## src/hw/radio_fifo_pkg.sv

```systemverilog
package radio_fifo_pkg;
    // ----------------------------------------------------------------
    // register byte offsets
    // ----------------------------------------------------------------
    localparam logic [7:0] OFS_CTRL = 8'h00;
    localparam logic [7:0] OFS_THRESH = 8'h04;
    localparam logic [7:0] OFS_STATUS = 8'h08;
    localparam logic [7:0] OFS_COUNT = 8'h0C;
    localparam logic [7:0] OFS_DATA = 8'h10;
    localparam logic [7:0] OFS_IRQ_STAT = 8'h14;
    localparam logic [7:0] OFS_IRQ_EN = 8'h18;
    localparam logic [7:0] OFS_IRQ_CLR = 8'h1C;
    localparam logic [7:0] OFS_PRE_PAT = 8'h20;
    localparam logic [7:0] OFS_PRE_LEN = 8'h24;
    localparam logic [7:0] OFS_RX_LEN = 8'h28;
    // ----------------------------------------------------------------
    // sizes, reset values and timing
    // ----------------------------------------------------------------
    localparam int FIFO_DEPTH = 256;
    localparam logic [7:0] THRESH_RST = 8'h80;
    localparam logic [5:0] PRE_LEN_MIN = 6'd4;
    localparam logic [5:0] PRE_LEN_MAX = 6'd32;
    localparam logic [4:0] RX_LEN_RST = 5'h10;
    localparam logic [15:0] SYM_DIV = 16'h0064; // clocks per line symbol
    localparam logic [2:0] TYPE_DATA = 3'h1; // chunk type: packet data
    localparam int WHT_TAP_A = 16; // whitening x^17 + x^12 + 1
    localparam int WHT_TAP_B = 11;
    localparam logic MANCH_POL = 1'b0; // first half = coded bit ^ pol
    // ----------------------------------------------------------------
    // carriers
    // ----------------------------------------------------------------
    typedef struct packed {
        logic whiten;
        logic manch;
        logic diff;
        logic inv;
        logic pre_match;
        logic raw;
        logic tx_mode;
        logic enable;
    } ctrl_s; // CTRL[7:0], msb first
    typedef struct packed {
        logic free_above;
        logic fill_above;
        logic underrun;
        logic overrun;
        logic full;
        logic empty;
    } fstat_s; // STATUS[5:0] and status pins, msb first
    typedef enum logic [1:0] {
        TX_HDR = 2'b00,
        TX_PAY = 2'b01,
        TX_RAW = 2'b10
    } tx_state_e;
endpackage

```

## src/hw/radio_fifo.sv

```systemverilog
// Local design decisions: the APB register port and the register offsets.
`timescale 1ns/1ps
// Operation
// single 256-byte FIFO is the data path
// FIFO holds chunks with length/type header
// FIFO direction follows transmit or receive mode
// host polls status or count without interrupts
// empty, not empty, full, not full, level interrupts
// interrupt output level, active high
// interrupt clears only when cause removed
// status bits presented on status pins always
// encoder sits between framer and modem
// inversion complements every bit
// differential: zero holds level, one toggles
// Manchester: two half symbols per bit
// self-synchronizing whitening, no added bits
// framer has packet and raw modes
// raw mode only serializes or groups bytes
// preamble match aligns bytes, 4 to 32 bits
// sticky overrun and underrun, access discarded
// polynomial, polarity, bit order fixed constants
module radio_fifo (
    input wire logic clk_in, // 100 MHz system clock
    input wire logic resetn_in, // async reset, active low
    input wire logic psel_in, // apb select
    input wire logic penable_in, // apb enable
    input wire logic pwrite_in, // apb direction
    input wire logic [7:0] paddr_in, // apb byte address
    input wire logic [31:0] pwdata_in, // apb write data
    output logic [31:0] prdata_out, // apb read data
    output logic pready_out, // apb ready
    output logic pslverr_out, // apb error on unmapped address
    output logic irq_out, // level interrupt, active high
    output radio_fifo_pkg::fstat_s stat_out, // status bits for serial out
    output logic tx_sym_out, // line symbol to modulator
    output logic tx_valid_out, // high while a symbol is sent
    input wire logic rx_sym_in, // line symbol from demodulator
    input wire logic rx_valid_in // one-cycle strobe per rx symbol
);
    import radio_fifo_pkg::*;

    // ----------------------------------------------------------------
    // shared helpers
    // ----------------------------------------------------------------
    // whitening feedback of a 17-bit shift register
    function automatic logic wht_fb(input logic [16:0] s);
        wht_fb = s[WHT_TAP_A] ^ s[WHT_TAP_B];
    endfunction

    // ----------------------------------------------------------------
    // state
    // ----------------------------------------------------------------
    logic [7:0] mem [0:FIFO_DEPTH-1]; // fifo storage
    logic [7:0] wr_ptr_r, rd_ptr_r; // fifo pointers
    logic [8:0] count_r; // fill count 0..256
    ctrl_s ctrl_r; // control register
    logic [7:0] thresh_r; // level threshold
    logic [31:0] pre_pat_r; // preamble pattern
    logic [5:0] pre_len_r; // preamble length
    logic [4:0] rx_len_r; // rx packet length
    logic ovr_r, unr_r; // sticky access errors
    logic [6:0] irq_stat_r, irq_en_r; // interrupt status, enable
    logic [15:0] div_r; // symbol divider
    logic sym_tick; // one-cycle symbol enable
    logic half_r; // manchester half phase (tx)
    logic [7:0] tx_sh_r; // tx shift register
    logic [3:0] tx_cnt_r; // tx bits left in shift register
    logic [4:0] tx_rem_r; // payload bytes left in chunk
    tx_state_e tx_st_r; // tx framer state
    logic [16:0] scr_r, dscr_r; // scrambler, descrambler
    logic lvl_r; // differential tx level
    logic line_r; // coded bit held for 2nd half
    logic rx_half_r; // manchester half phase (rx)
    logic rx_prev_r; // previous rx coded bit
    logic [31:0] hunt_r; // preamble hunt window
    logic locked_r; // preamble seen
    logic [7:0] rx_sh_r; // rx byte assembly
    logic [2:0] rx_cnt_r; // rx bits gathered
    logic [4:0] rx_rem_r; // rx bytes left in packet

    // ----------------------------------------------------------------
    // apb decode
    // ----------------------------------------------------------------
    logic setup, access, wr_acc, rd_acc, mapped;
    assign setup = psel_in & ~penable_in;
    assign access = psel_in & penable_in & pready_out;
    assign wr_acc = access & pwrite_in;
    assign rd_acc = access & ~pwrite_in;
    assign mapped = (paddr_in[1:0] == 2'b00) && (paddr_in <= OFS_RX_LEN);

    // ----------------------------------------------------------------
    // fifo push and pop arbitration
    // ----------------------------------------------------------------
    logic fempty, ffull, host_push, host_pop, push, pop;
    logic tx_pop, rx_push;
    logic [7:0] push_d;
    logic [7:0] rx_hdr_d, rx_byte_d;
    logic rx_hdr_go, rx_byte_go;
    assign fempty = (count_r == 9'd0);
    assign ffull = (count_r == 9'(FIFO_DEPTH));
    // host fills in tx mode and drains in rx mode
    assign host_push = wr_acc && paddr_in == OFS_DATA && ctrl_r.tx_mode;
    assign host_pop = rd_acc && paddr_in == OFS_DATA && !ctrl_r.tx_mode;
    // a full push or empty pop is dropped
    assign push = (host_push | rx_push) & ~ffull;
    assign pop = (host_pop | tx_pop) & ~fempty;
    assign rx_push = rx_hdr_go | rx_byte_go;
    assign push_d = ctrl_r.tx_mode ? pwdata_in[7:0] :
                    (rx_hdr_go ? rx_hdr_d : rx_byte_d);

    // storage: the only host/framer data path
    always_ff @(posedge clk_in) begin
        if (push) begin
            mem[wr_ptr_r] <= push_d;
        end
    end

    // pointer and count update
    always_ff @(posedge clk_in or negedge resetn_in) begin
        if (!resetn_in) begin
            wr_ptr_r <= 8'h00;
            rd_ptr_r <= 8'h00;
            count_r <= 9'd0;
        end else begin
            wr_ptr_r <= wr_ptr_r + 8'(push);
            rd_ptr_r <= rd_ptr_r + 8'(pop);
            count_r <= count_r + 9'(push) - 9'(pop);
        end
    end

    // ----------------------------------------------------------------
    // status and interrupts
    // ----------------------------------------------------------------
    fstat_s fst;
    logic [6:0] irq_src;
    assign fst.empty = fempty;
    assign fst.full = ffull;
    assign fst.overrun = ovr_r;
    assign fst.underrun = unr_r;
    assign fst.fill_above = (count_r > {1'b0, thresh_r});
    assign fst.free_above = (9'(FIFO_DEPTH) - count_r > {1'b0, thresh_r});
    // source order: empty, not empty, full, not full, level, ovr, unr
    assign irq_src = {unr_r, ovr_r, fst.fill_above, ~ffull, ffull,
                      ~fempty, fempty};

    // sticky access errors, set wins over the clearing write
    always_ff @(posedge clk_in or negedge resetn_in) begin
        if (!resetn_in) begin
            ovr_r <= 1'b0;
            unr_r <= 1'b0;
        end else begin
            if (wr_acc && paddr_in == OFS_STATUS) begin
                ovr_r <= ovr_r & ~pwdata_in[2];
                unr_r <= unr_r & ~pwdata_in[3];
            end
            if (host_push && ffull) begin
                ovr_r <= 1'b1;
            end
            if (host_pop && fempty) begin
                unr_r <= 1'b1;
            end
        end
    end

    // sticky interrupt status; a live cause sets it again at once
    always_ff @(posedge clk_in or negedge resetn_in) begin
        if (!resetn_in) begin
            irq_stat_r <= 7'h00;
        end else if (wr_acc && paddr_in == OFS_IRQ_CLR) begin
            irq_stat_r <= (irq_stat_r & ~pwdata_in[6:0]) | irq_src;
        end else begin
            irq_stat_r <= irq_stat_r | irq_src;
        end
    end

    // level interrupt and status pins, both registered
    always_ff @(posedge clk_in or negedge resetn_in) begin
        if (!resetn_in) begin
            irq_out <= 1'b0;
            stat_out <= '0;
        end else begin
            irq_out <= |(irq_stat_r & irq_en_r);
            stat_out <= fst; // bit order fixed by fstat_s
        end
    end

    // ----------------------------------------------------------------
    // register file
    // ----------------------------------------------------------------
    // software writes
    always_ff @(posedge clk_in or negedge resetn_in) begin
        if (!resetn_in) begin
            ctrl_r <= '0;
            thresh_r <= THRESH_RST;
            irq_en_r <= 7'h00;
            pre_pat_r <= 32'h0000_0000;
            pre_len_r <= PRE_LEN_MAX;
            rx_len_r <= RX_LEN_RST;
        end else if (wr_acc) begin
            case (paddr_in)
                OFS_CTRL: ctrl_r <= pwdata_in[7:0];
                OFS_THRESH: thresh_r <= pwdata_in[7:0];
                OFS_IRQ_EN: irq_en_r <= pwdata_in[6:0];
                OFS_PRE_PAT: pre_pat_r <= pwdata_in;
                OFS_PRE_LEN: begin
                    // clamp to the legal 4..32 range
                    if (pwdata_in[5:0] < PRE_LEN_MIN) begin
                        pre_len_r <= PRE_LEN_MIN;
                    end else if (pwdata_in[5:0] > PRE_LEN_MAX) begin
                        pre_len_r <= PRE_LEN_MAX;
                    end else begin
                        pre_len_r <= pwdata_in[5:0];
                    end
                end
                OFS_RX_LEN: rx_len_r <= pwdata_in[4:0];
                default: ; // OFS_STATUS, OFS_DATA and OFS_IRQ_CLR writes act in other blocks; the rest read-only or unmapped
            endcase
        end
    end

    // read data and ready: no wait state, answer in the first access cycle
    always_ff @(posedge clk_in or negedge resetn_in) begin
        if (!resetn_in) begin
            prdata_out <= 32'h0000_0000;
            pready_out <= 1'b0;
            pslverr_out <= 1'b0;
        end else if (setup) begin
            pready_out <= 1'b1;
            pslverr_out <= ~mapped;
            case (paddr_in)
                OFS_CTRL: prdata_out <= {24'h00_0000, ctrl_r};
                OFS_THRESH: prdata_out <= {24'h00_0000, thresh_r};
                OFS_STATUS: prdata_out <= {26'h000_0000, fst};
                OFS_COUNT: prdata_out <= {23'h00_0000, count_r};
                OFS_DATA: prdata_out <= {24'h00_0000, mem[rd_ptr_r]};
                OFS_IRQ_STAT: prdata_out <= {25'h000_0000, irq_stat_r};
                OFS_IRQ_EN: prdata_out <= {25'h000_0000, irq_en_r};
                OFS_PRE_PAT: prdata_out <= pre_pat_r;
                OFS_PRE_LEN: prdata_out <= {26'h000_0000, pre_len_r};
                OFS_RX_LEN: prdata_out <= {27'h000_0000, rx_len_r};
                default: prdata_out <= 32'h0000_0000;
            endcase
        end else begin
            pready_out <= 1'b0;
            pslverr_out <= 1'b0;
        end
    end

    // ----------------------------------------------------------------
    // symbol rate divider
    // ----------------------------------------------------------------
    // one tick per line symbol; each manchester half takes its own tick
    always_ff @(posedge clk_in or negedge resetn_in) begin
        if (!resetn_in) begin
            div_r <= 16'h0000;
        end else if (!ctrl_r.enable || div_r == SYM_DIV - 16'h0001) begin
            div_r <= 16'h0000;
        end else begin
            div_r <= div_r + 16'h0001;
        end
    end
    assign sym_tick = ctrl_r.enable && (div_r == SYM_DIV - 16'h0001);

    // ----------------------------------------------------------------
    // tx framer: chunks to bytes to bits
    // ----------------------------------------------------------------
    logic tx_bit_go, tx_bit, s_bit, c_bit;
    assign tx_pop = ctrl_r.enable && ctrl_r.tx_mode && tx_cnt_r == 4'd0
                    && !fempty;
    assign tx_bit_go = sym_tick && !half_r && tx_cnt_r != 4'd0;
    assign tx_bit = tx_sh_r[7]; // msb first
    // whitening then differential, then inversion
    assign s_bit = ctrl_r.whiten ? tx_bit ^ wht_fb(scr_r) : tx_bit;
    assign c_bit = (ctrl_r.diff ? lvl_r ^ s_bit : s_bit) ^ ctrl_r.inv;

    // header is consumed, payload bytes are loaded
    always_ff @(posedge clk_in or negedge resetn_in) begin
        if (!resetn_in) begin
            tx_st_r <= TX_HDR;
            tx_rem_r <= 5'd0;
            tx_sh_r <= 8'h00;
            tx_cnt_r <= 4'd0;
        end else if (!ctrl_r.tx_mode) begin
            tx_st_r <= TX_HDR;
            tx_cnt_r <= 4'd0;
        end else if (tx_pop) begin
            case (ctrl_r.raw ? TX_RAW : tx_st_r)
                TX_HDR: begin
                    // header: type in [7:5], length in [4:0]
                    tx_rem_r <= mem[rd_ptr_r][4:0];
                    if (mem[rd_ptr_r][4:0] != 5'd0) begin
                        tx_st_r <= TX_PAY;
                    end
                end
                TX_PAY: begin
                    tx_sh_r <= mem[rd_ptr_r];
                    tx_cnt_r <= 4'd8;
                    tx_rem_r <= tx_rem_r - 5'd1;
                    if (tx_rem_r == 5'd1) begin
                        tx_st_r <= TX_HDR;
                    end
                end
                TX_RAW: begin
                    tx_sh_r <= mem[rd_ptr_r]; // no delimiting
                    tx_cnt_r <= 4'd8;
                end
                default: tx_st_r <= TX_HDR;
            endcase
        end else if (tx_bit_go) begin
            tx_sh_r <= {tx_sh_r[6:0], 1'b0};
            tx_cnt_r <= tx_cnt_r - 4'd1;
        end
    end

    // tx encoder state and line output
    always_ff @(posedge clk_in or negedge resetn_in) begin
        if (!resetn_in) begin
            scr_r <= 17'h0_0000;
            lvl_r <= 1'b0;
            line_r <= 1'b0;
            half_r <= 1'b0;
            tx_sym_out <= 1'b0;
            tx_valid_out <= 1'b0;
        end else if (tx_bit_go) begin
            scr_r <= {scr_r[15:0], s_bit};
            lvl_r <= lvl_r ^ s_bit; // one toggles, zero holds
            line_r <= c_bit;
            half_r <= ctrl_r.manch;
            tx_sym_out <= ctrl_r.manch ? c_bit ^ MANCH_POL : c_bit;
            tx_valid_out <= 1'b1;
        end else if (sym_tick && half_r) begin
            half_r <= 1'b0;
            tx_sym_out <= ~(line_r ^ MANCH_POL); // mid-bit edge
        end else if (sym_tick || !ctrl_r.tx_mode) begin
            tx_valid_out <= 1'b0;
        end
    end

    // ----------------------------------------------------------------
    // rx decoder: inverse transforms
    // ----------------------------------------------------------------
    logic rx_take, b_bit, d_bit, r_bit;
    // only the first half of a manchester pair carries the bit
    assign rx_take = rx_valid_in && ctrl_r.enable && !ctrl_r.tx_mode
                     && !(ctrl_r.manch && rx_half_r);
    assign b_bit = rx_sym_in ^ MANCH_POL & ctrl_r.manch ^ ctrl_r.inv;
    assign d_bit = ctrl_r.diff ? b_bit ^ rx_prev_r : b_bit;
    assign r_bit = ctrl_r.whiten ? d_bit ^ wht_fb(dscr_r) : d_bit;

    // decoder history registers
    always_ff @(posedge clk_in or negedge resetn_in) begin
        if (!resetn_in) begin
            rx_half_r <= 1'b0;
            rx_prev_r <= 1'b0;
            dscr_r <= 17'h0_0000;
        end else begin
            if (ctrl_r.tx_mode || !ctrl_r.manch) begin
                rx_half_r <= 1'b0;
            end else if (rx_valid_in && ctrl_r.enable) begin
                rx_half_r <= ~rx_half_r;
            end
            if (rx_take) begin
                rx_prev_r <= b_bit;
                dscr_r <= {dscr_r[15:0], d_bit}; // self-sync
            end
        end
    end

    // ----------------------------------------------------------------
    // rx framer: preamble hunt, byte grouping, chunk header
    // ----------------------------------------------------------------
    logic [32:0] pre_mask;
    logic [31:0] hunt_nxt;
    logic need_lock, hit;
    assign pre_mask = (33'h1 << pre_len_r) - 33'h1;
    assign hunt_nxt = {hunt_r[30:0], r_bit};
    // packet mode always hunts; raw mode hunts if asked
    assign need_lock = !ctrl_r.raw || ctrl_r.pre_match;
    assign hit = ((hunt_nxt ^ pre_pat_r) & pre_mask[31:0]) == 32'h0;
    assign rx_hdr_d = {TYPE_DATA, rx_len_r};
    assign rx_byte_d = {rx_sh_r[6:0], r_bit};
    assign rx_hdr_go = rx_take && !ctrl_r.raw && !locked_r && hit;
    assign rx_byte_go = rx_take && (locked_r || !need_lock)
                        && rx_cnt_r == 3'd7;

    // hunt, lock and byte counters
    always_ff @(posedge clk_in or negedge resetn_in) begin
        if (!resetn_in) begin
            hunt_r <= 32'h0000_0000;
            locked_r <= 1'b0;
            rx_sh_r <= 8'h00;
            rx_cnt_r <= 3'd0;
            rx_rem_r <= 5'd0;
        end else if (ctrl_r.tx_mode || !ctrl_r.enable) begin
            locked_r <= 1'b0;
            rx_cnt_r <= 3'd0;
        end else if (rx_take) begin
            hunt_r <= hunt_nxt;
            if (need_lock && !locked_r) begin
                // discard bits until the pattern, then align
                if (hit) begin
                    locked_r <= ctrl_r.raw || rx_len_r != 5'd0;
                    rx_rem_r <= rx_len_r;
                    rx_cnt_r <= 3'd0;
                end
            end else begin
                rx_sh_r <= rx_byte_d;
                rx_cnt_r <= rx_cnt_r + 3'd1;
                if (rx_byte_go && !ctrl_r.raw) begin
                    rx_rem_r <= rx_rem_r - 5'd1;
                    if (rx_rem_r == 5'd1) begin
                        locked_r <= 1'b0; // packet done, hunt again
                    end
                end
            end
        end
    end
endmodule

```

## config.mk

```make
export PLATFORM = sky130hd
export DESIGN_NAME = radio_fifo
export DESIGN_NICKNAME = d
export VERILOG_FILES = /design/src/hw/radio_fifo_pkg.sv /design/src/hw/radio_fifo.sv
export SDC_FILE = /design/constraint.sdc
export NUM_CORES = 2
export LEC_CHECK = 0
export ABC_CLOCK_PERIOD_IN_PS = 31100
export BUFFER_PORTS_ARGS = -buffer_cell sky130_fd_sc_hd__buf_4
export CAP_MARGIN = 20
export CORE_MARGIN = 2
export CORE_UTILIZATION = 30
export DETAILED_ROUTE_END_ITERATION = 10
export PLACE_DENSITY = 0.45
export RECOVER_POWER = 25
export SYNTH_ARGS = -nofsm -noshare
export SYNTH_HDL_FRONTEND = slang
export SYNTH_SLANG_ARGS = --single-unit
```

## constraint.sdc

```tcl
create_clock -name clk_in -period 31.1 [get_ports clk_in]
set_input_delay 1.555 -clock clk_in [delete_from_list [all_inputs] [get_ports clk_in]]
set_output_delay 1.555 -clock clk_in [all_outputs]
set_load 0.05 [all_outputs]
```

Word level (Yosys, flattened, before mapping)
Memories as Yosys holds them, arrays and structs flattened.
Cells that the tools add are included.
Widths: inputs -> output; s select.
- add/sub/neg operators: 11
- equal/unequal tests: 27
- shift-type cells: 1
- reduce and logical (&&, ||, !) cells: 81
- bitwise operators: 38
- mux-type cells: 55
- magnitude comparators: 5
- operators by type and width (operator ; count):
    $pmux 32 s10 ; 1
    $mux 8 ; 5
    $and 32x32->32 ; 1
    $eq 8x5->1 const B ; 4
    $logic_not 32->1 ; 1
    $shl 1x6->32 const A ; 1
    $sub 32x1->32 const B ; 1
    $xor 32x32->32 ; 1
    $logic_and 1x1->1 ; 27
    $mux 1 ; 27
    $eq 8x6->1 const B ; 3
    $reduce_and 2->1 ; 10
    $gt 9x8->1 ; 2
    $reduce_bool 2->1 ; 9
    $add 16x1->16 const B ; 1
    $add 8x1->8 ; 2
    $eq 16x7->1 const B ; 1
    $eq 8x4->1 const B ; 2
    $mux 16 ; 1
    $mux 4 ; 4
    $mux 5 ; 3
    $and 7x7->7 ; 2
    $or 7x7->7 ; 2
    $mux 3 ; 4
    42 further kinds ; 103
- bits in registers: 264
- memory bits (writable): 2048
- memories: 1
- output and inout bits: 43
- memories (memory ; words ; bits a word ; rd ports ; clocked after Yosys merged registers in ; write ports ; RTL line ; text):
    mem ; 256 ; 8 ; 1 ; 0 ; 1 ; radio_fifo.sv:53 ; logic [7:0] mem [0:FIFO_DEPTH-1];

Depth between registers and ports, before layout
- depth after elaboration: 14
- mapped depth: 29

Worst setup path before layout
Ideal clock, no wire load.
- path kind: register to register
- start: register pre_len_r[2]
- end: memory mem[0][4] (data pin)
- library setup time: 3.367 ns
- clock period less this slack: 22.518 ns
- path buffers: 5
- cell stages (with the launch flop): 16
- arrival time: 19.152 ns
- setup slack: 8.582 ns
- cells stage by stage: dfrtp_1 -> buf_2 -> clkbuf_1 -> nor4_1 -> nand3_1 -> ha_1 -> buf_2 -> clkbuf_1 -> nor4b_1 -> o21ai_0 -> a211oi_1 -> a2111oi_2 -> nand4b_1 -> nor3_4 -> buf_2 -> o311ai_0
- longest elaborated chain between the ends: 7
- ends and longest elaborated chain (element ; RTL line ; text):
    from (decl) ; radio_fifo.sv:59 ; logic [5:0] pre_len_r;
    from (signal assigned) ; radio_fifo.sv:212 ; pre_len_r <= pwdata_in[5:0];
    $shl 1x6->32 ; radio_fifo.sv:375 ; assign pre_mask = (33'h1 << pre_len_r) - 33'h1;
    $sub 32x1->32 ; radio_fifo.sv:375 ;
    $and 32x32->32 ; radio_fifo.sv:379 ; assign hit = ((hunt_nxt ^ pre_pat_r) & pre_mask[31:0]) == 32'h0;
    $logic_not 32->1 ; radio_fifo.sv:379 ;
    $logic_and 1x1->1 ; radio_fifo.sv:382 ; assign rx_hdr_go = rx_take && !ctrl_r.raw && !locked_r && hit;
    $mux 8 ; radio_fifo.sv:109 ; (rx_hdr_go ? rx_hdr_d : rx_byte_d);
    $mux 8 ; radio_fifo.sv:108 ; assign push_d = ctrl_r.tx_mode ? pwdata_in[7:0] :
    via push_d[4] ; radio_fifo.sv:96 ; logic [7:0] push_d;
    to (decl) ; radio_fifo.sv:53 ;
The timed path passes the listed nets, and every way through them passes these cells.

Final worst setup path
- start: register rd_ptr_r[0]
- end: register tx_st_r[0]
- longest elaborated chain between the ends: 4
- ends and longest elaborated chain (element ; RTL line ; text):
    from (decl) ; radio_fifo.sv:54 ; logic [7:0] wr_ptr_r, rd_ptr_r;
    from (signal assigned) ; radio_fifo.sv:126 ; rd_ptr_r <= rd_ptr_r + 8'(pop);
    $mem_v2 256x8 ; n/a ;
    $reduce_bool 5->1 ; radio_fifo.sv:291 ; if (mem[rd_ptr_r][4:0] != 5'd0) begin
    $ne 3x3->1 (no source line) ; n/a ;
    $reduce_and 4->1 (no source line) ; n/a ;
    to (signal assigned) ; radio_fifo.sv:292 ; tx_st_r <= TX_PAY;
    to (signal assigned) ; radio_fifo.sv:300 ; tx_st_r <= TX_HDR;
    to (signal assigned) ; radio_fifo.sv:307 ; default: tx_st_r <= TX_HDR;
    to (decl) ; radio_fifo.sv:69 ; tx_state_e tx_st_r;
No other way between the ends.
A chain may end at the register's enable or synchronous reset.

==> results by group <==
Global routing
  – Initial antenna violation count: 16
  – Global-route wire length before repair: 410 mm
  – Vias in the first global route: 51031
  – GR Util All Layers: 18.1%
  – Largest net degree at the start of global routing: about 200
  – Global route overflow: 0

Floorplan
  – Initial Util: roughly 30%
  – DIE HEIGHT: between 500 and 600 um
  – FP Rows: between 200 and 250
  – Top Ports: 90
  – Die area: ~320000 um^2
  – Total core area: 311000 um^2
  – Die X: between 500 and 600 um

Clocking
  – Hold buffer count at CTS: 0
  – Worst-case clock buffer depth: 4
  – Worst-path clk slew: ~0.06 ns
  – Clk_lat worst skew: 0.93 ns
  – CTS Buf Count: roughly 250
  – H-tree levels: 4
  – Clk sinks: about 2300
  – Post CTS Setup Buffer Count: 0
  – TritonCTS clock tree: yes
  – CTS root buffer: clkbuf_16
  – Post-CTS Resized: 0

Drt
  – Vias per cell: 5.22
  – Initial DRC Count: ~5400
  – DR WL/cell: between 30 and 40 um
  – # DRC: 0
  – Antenna-violating nets left: 0
  – Routed via count: ~51000
  – Detailed Routing Iterations Pass 1: 7
  – Post-Route WL: around 300 mm

Timing
  – Setup TNS: 0 ns
  – Worst Skew: 0.0857 ns
  – Max-slew violation count: between 1000 and 1500
  – Hold Vio Cnt, Final: 0
  – Tmin final: approximately 14 ns
  – F_max: 71.3 MHz
  – Slew HR: -311%
  – Hold slack: 0.462 ns
  – RSZ-0062 raised after global routing: false
  – Setup violators final: 0
  – Pin slew with the least headroom to its limit: ~6 ns
  – Fin crit share: roughly 45%
  – Final setup margin: between 15 and 20 ns

Synth
  – Fraction of synthesized cell area in xor and xnor cells: less than 1%
  – Main combinational cell family by area after synthesis: multiplexers
  – Mapped Nets: 5214
  – Synth top area cells: edfxtp_1, mux4_2, dfrtp_1
  – Synth Register Bits: approximately 2300
  – EDFF count, synth: 2048
  – Gate Count Post-Synth: approximately 5100
  – Mapped Area: 93600 um^2
  – Commonest register cell after synthesis: edfxtp_1
  – Compound-Gate Fraction of Synth Area: 4.60%
  – Synth Area per Inst: roughly 18 um^2
  – Yosys warns: 0
  – Post-synthesis sequential area ratio: 72.7%
  – Post-synthesis cell type count: 83
  – Leading area contributor after synthesis: edfxtp_1
  – Post-synthesis adder-cell area fraction: less than 1%
  – Commonest cells post-synth: edfxtp_1, mux4_2, nand2_1
  – Synth Area in Simple Gates: around 5.4%
  – Proportion of synthesized area in mux cells: roughly 14%
  – Post-synthesis async set-or-reset flop share: between 10% and 20%
  – Count leader, synth: edfxtp_1
  – Top cell type's share of synthesized area: 65.7%

Min path
  – Cell depth of the worst min-delay path: 2
  – Min-Delay Path Class: reg -> reg

Place
  – Dpl ws: approximately 23 ns
  – Placed instance area: between 100000 and 150000 um^2
  – Final HPWL DP: ~180 mm
  – Placer Congestion: roughly 0.8
  – Port Buf Inserts: 89

Critical path
  – CP required: 31.79 ns
  – Worst Setup End Kind: register
  – Crit Path Max Fanout: between 70 and 80
  – Slowest-stage cell, CP: clkbuf_1
  – Crit path cell chain: clkbuf_1, buf_12, clkbuf_1, clkbuf_1, mux4_2, a22oi_1, a21oi_1, or4_1, nor2_1, o22ai_1, buf_4, nor4b_1, a31oi_1
  – Worst EP arrival: ~15 ns
  – Most frequent CP cell: clkbuf_1
  – R2r worst-path depth: 13
  – CP Launch Type: register
  – Kind of critical path: reg -> reg
  – Crit-path max cell delay: 4.40 ns

Final layout
  – Design Area, Final: 108000 um^2
  – Layout cell share with drive strength beyond 1: a little under a quarter
  – # diodes: 0
  – P&R area growth vs syn: 14.9%
  – Fin nets: 5498

Power and ir drop
  – Leak Pwr: around 0.030 uW
  – Pwr per Cell Area: 59.1 nW/um^2
  – Max rail drop VDD: slightly below 0.05 mV

Status
  – Run status: finished with violations
  – Failing checks: max-capacitance violations, max-slew violations

Flow run
  – Max Cap Viol: 26
## layout by cell type (no fill, tap or decap), types with 20 or more instances in the layout
cell type	count
xnor2_1	51
buf_4	235
edfxtp_1	2048
nor2_1	93
nor3_1	195
a21oi_1	89
clkinv_2	43
clkbuf_16	246
a211oi_1	23
ha_1	46
a22o_1	52
a22oi_1	70
mux2i_1	218
a221oi_1	27
o21ai_0	104
nor3_2	110
mux4_2	448
xor2_1	33
dfrtp_1	255
clkbuf_1	138
nand2_1	327
o22ai_1	42
buf_2	20
o221ai_1	62
clkinv_1	48
nor2b_1	31
inv_1	49
nand3_1	54
mux2_2	77
## sequential cells by signal (all words and copies together), names as in the netlist, 8 cells and up
name,count
count_r,9
ctrl_r,8
div_r,16
dscr_r,17
hunt_r,31
mem,2048
prdata_out,32
pre_pat_r,32
rd_ptr_r,8
scr_r,17
thresh_r,8
tx_sh_r,8
wr_ptr_r,8
## routing by layer
metal | GRT usage [%] | part of all wire (%)
met5 | 0 | 0.0044
met4 | 3.82 | 2.1
met1 | 26.1 | 45
met3 | 2.55 | 5.6
met2 | 29.1 | 47
## layout make-up
type / count / area [um^2]
fill: 29323 / 204000
sequential: 2311 / 68100
multi-input combinational: 2435 / 24000
clock buffer: 319 / 6590
tap: 4140 / 5180
timing repair buffer: 360 / 2450
clock inverter: 126 / 1100
inverter: 51 / 199
## kinds of logic after synthesis
kind of cell / count (synthesis)
DFF: 2311
and+or+nand+nor: 955
adders and majority gates: 47
muxes: 743
buffers and inverters: 374
xor gates and xnor gates: 84
AOI/OAI and AO/OA: 606
## worst paths after layout
path | startpoint | to | slack (ns)
min in group asynchronous | resetn_in | prdata_out[23] | 2.96
worst max register to register | rd_ptr_r[0] | tx_st_r[0] | 17.07
worst min-delay path | dscr_r[13] | dscr_r[14] | 0.46
worst max-delay path | rd_ptr_r[0] | tx_st_r[0] | 17.07
max in group asynchronous | resetn_in | count_r[6] | 22.53
worst min register to register | dscr_r[13] | dscr_r[14] | 0.46
## power breakdown
part / switching, uW / internal, uW
logic: 88.9 / 56.8
registers: 13.2 / 3350
clock network: 1230 / 1620
total: 1330 / 5030
## stage by stage
step | cells | util [%] | total power (uW)
3_3_place_gp | 9238 | 32.1 | 3580
5_1_grt | 9742 | 34.6 | 6560
2_1_floorplan | 5120 | - | 3520
4_1_cts | 9714 | 34.7 | 6430
3_5_place_dp | 9269 | 32.2 | 3580
6_report | 9742 | 34.6 | 6360
## worst max-delay path, delay by kind of cell, from the launching register on
| kind | cells | cell delay (ns) |
|---|---|---|
| compound gates | 4 | 1.05 |
| simple gates | 3 | 1.32 |
| buf+inv | 5 | 8.73 |
| flops | 1 | 1.82 |
| mux | 1 | 0.69 |
Power figures use the tool's default switching activity.
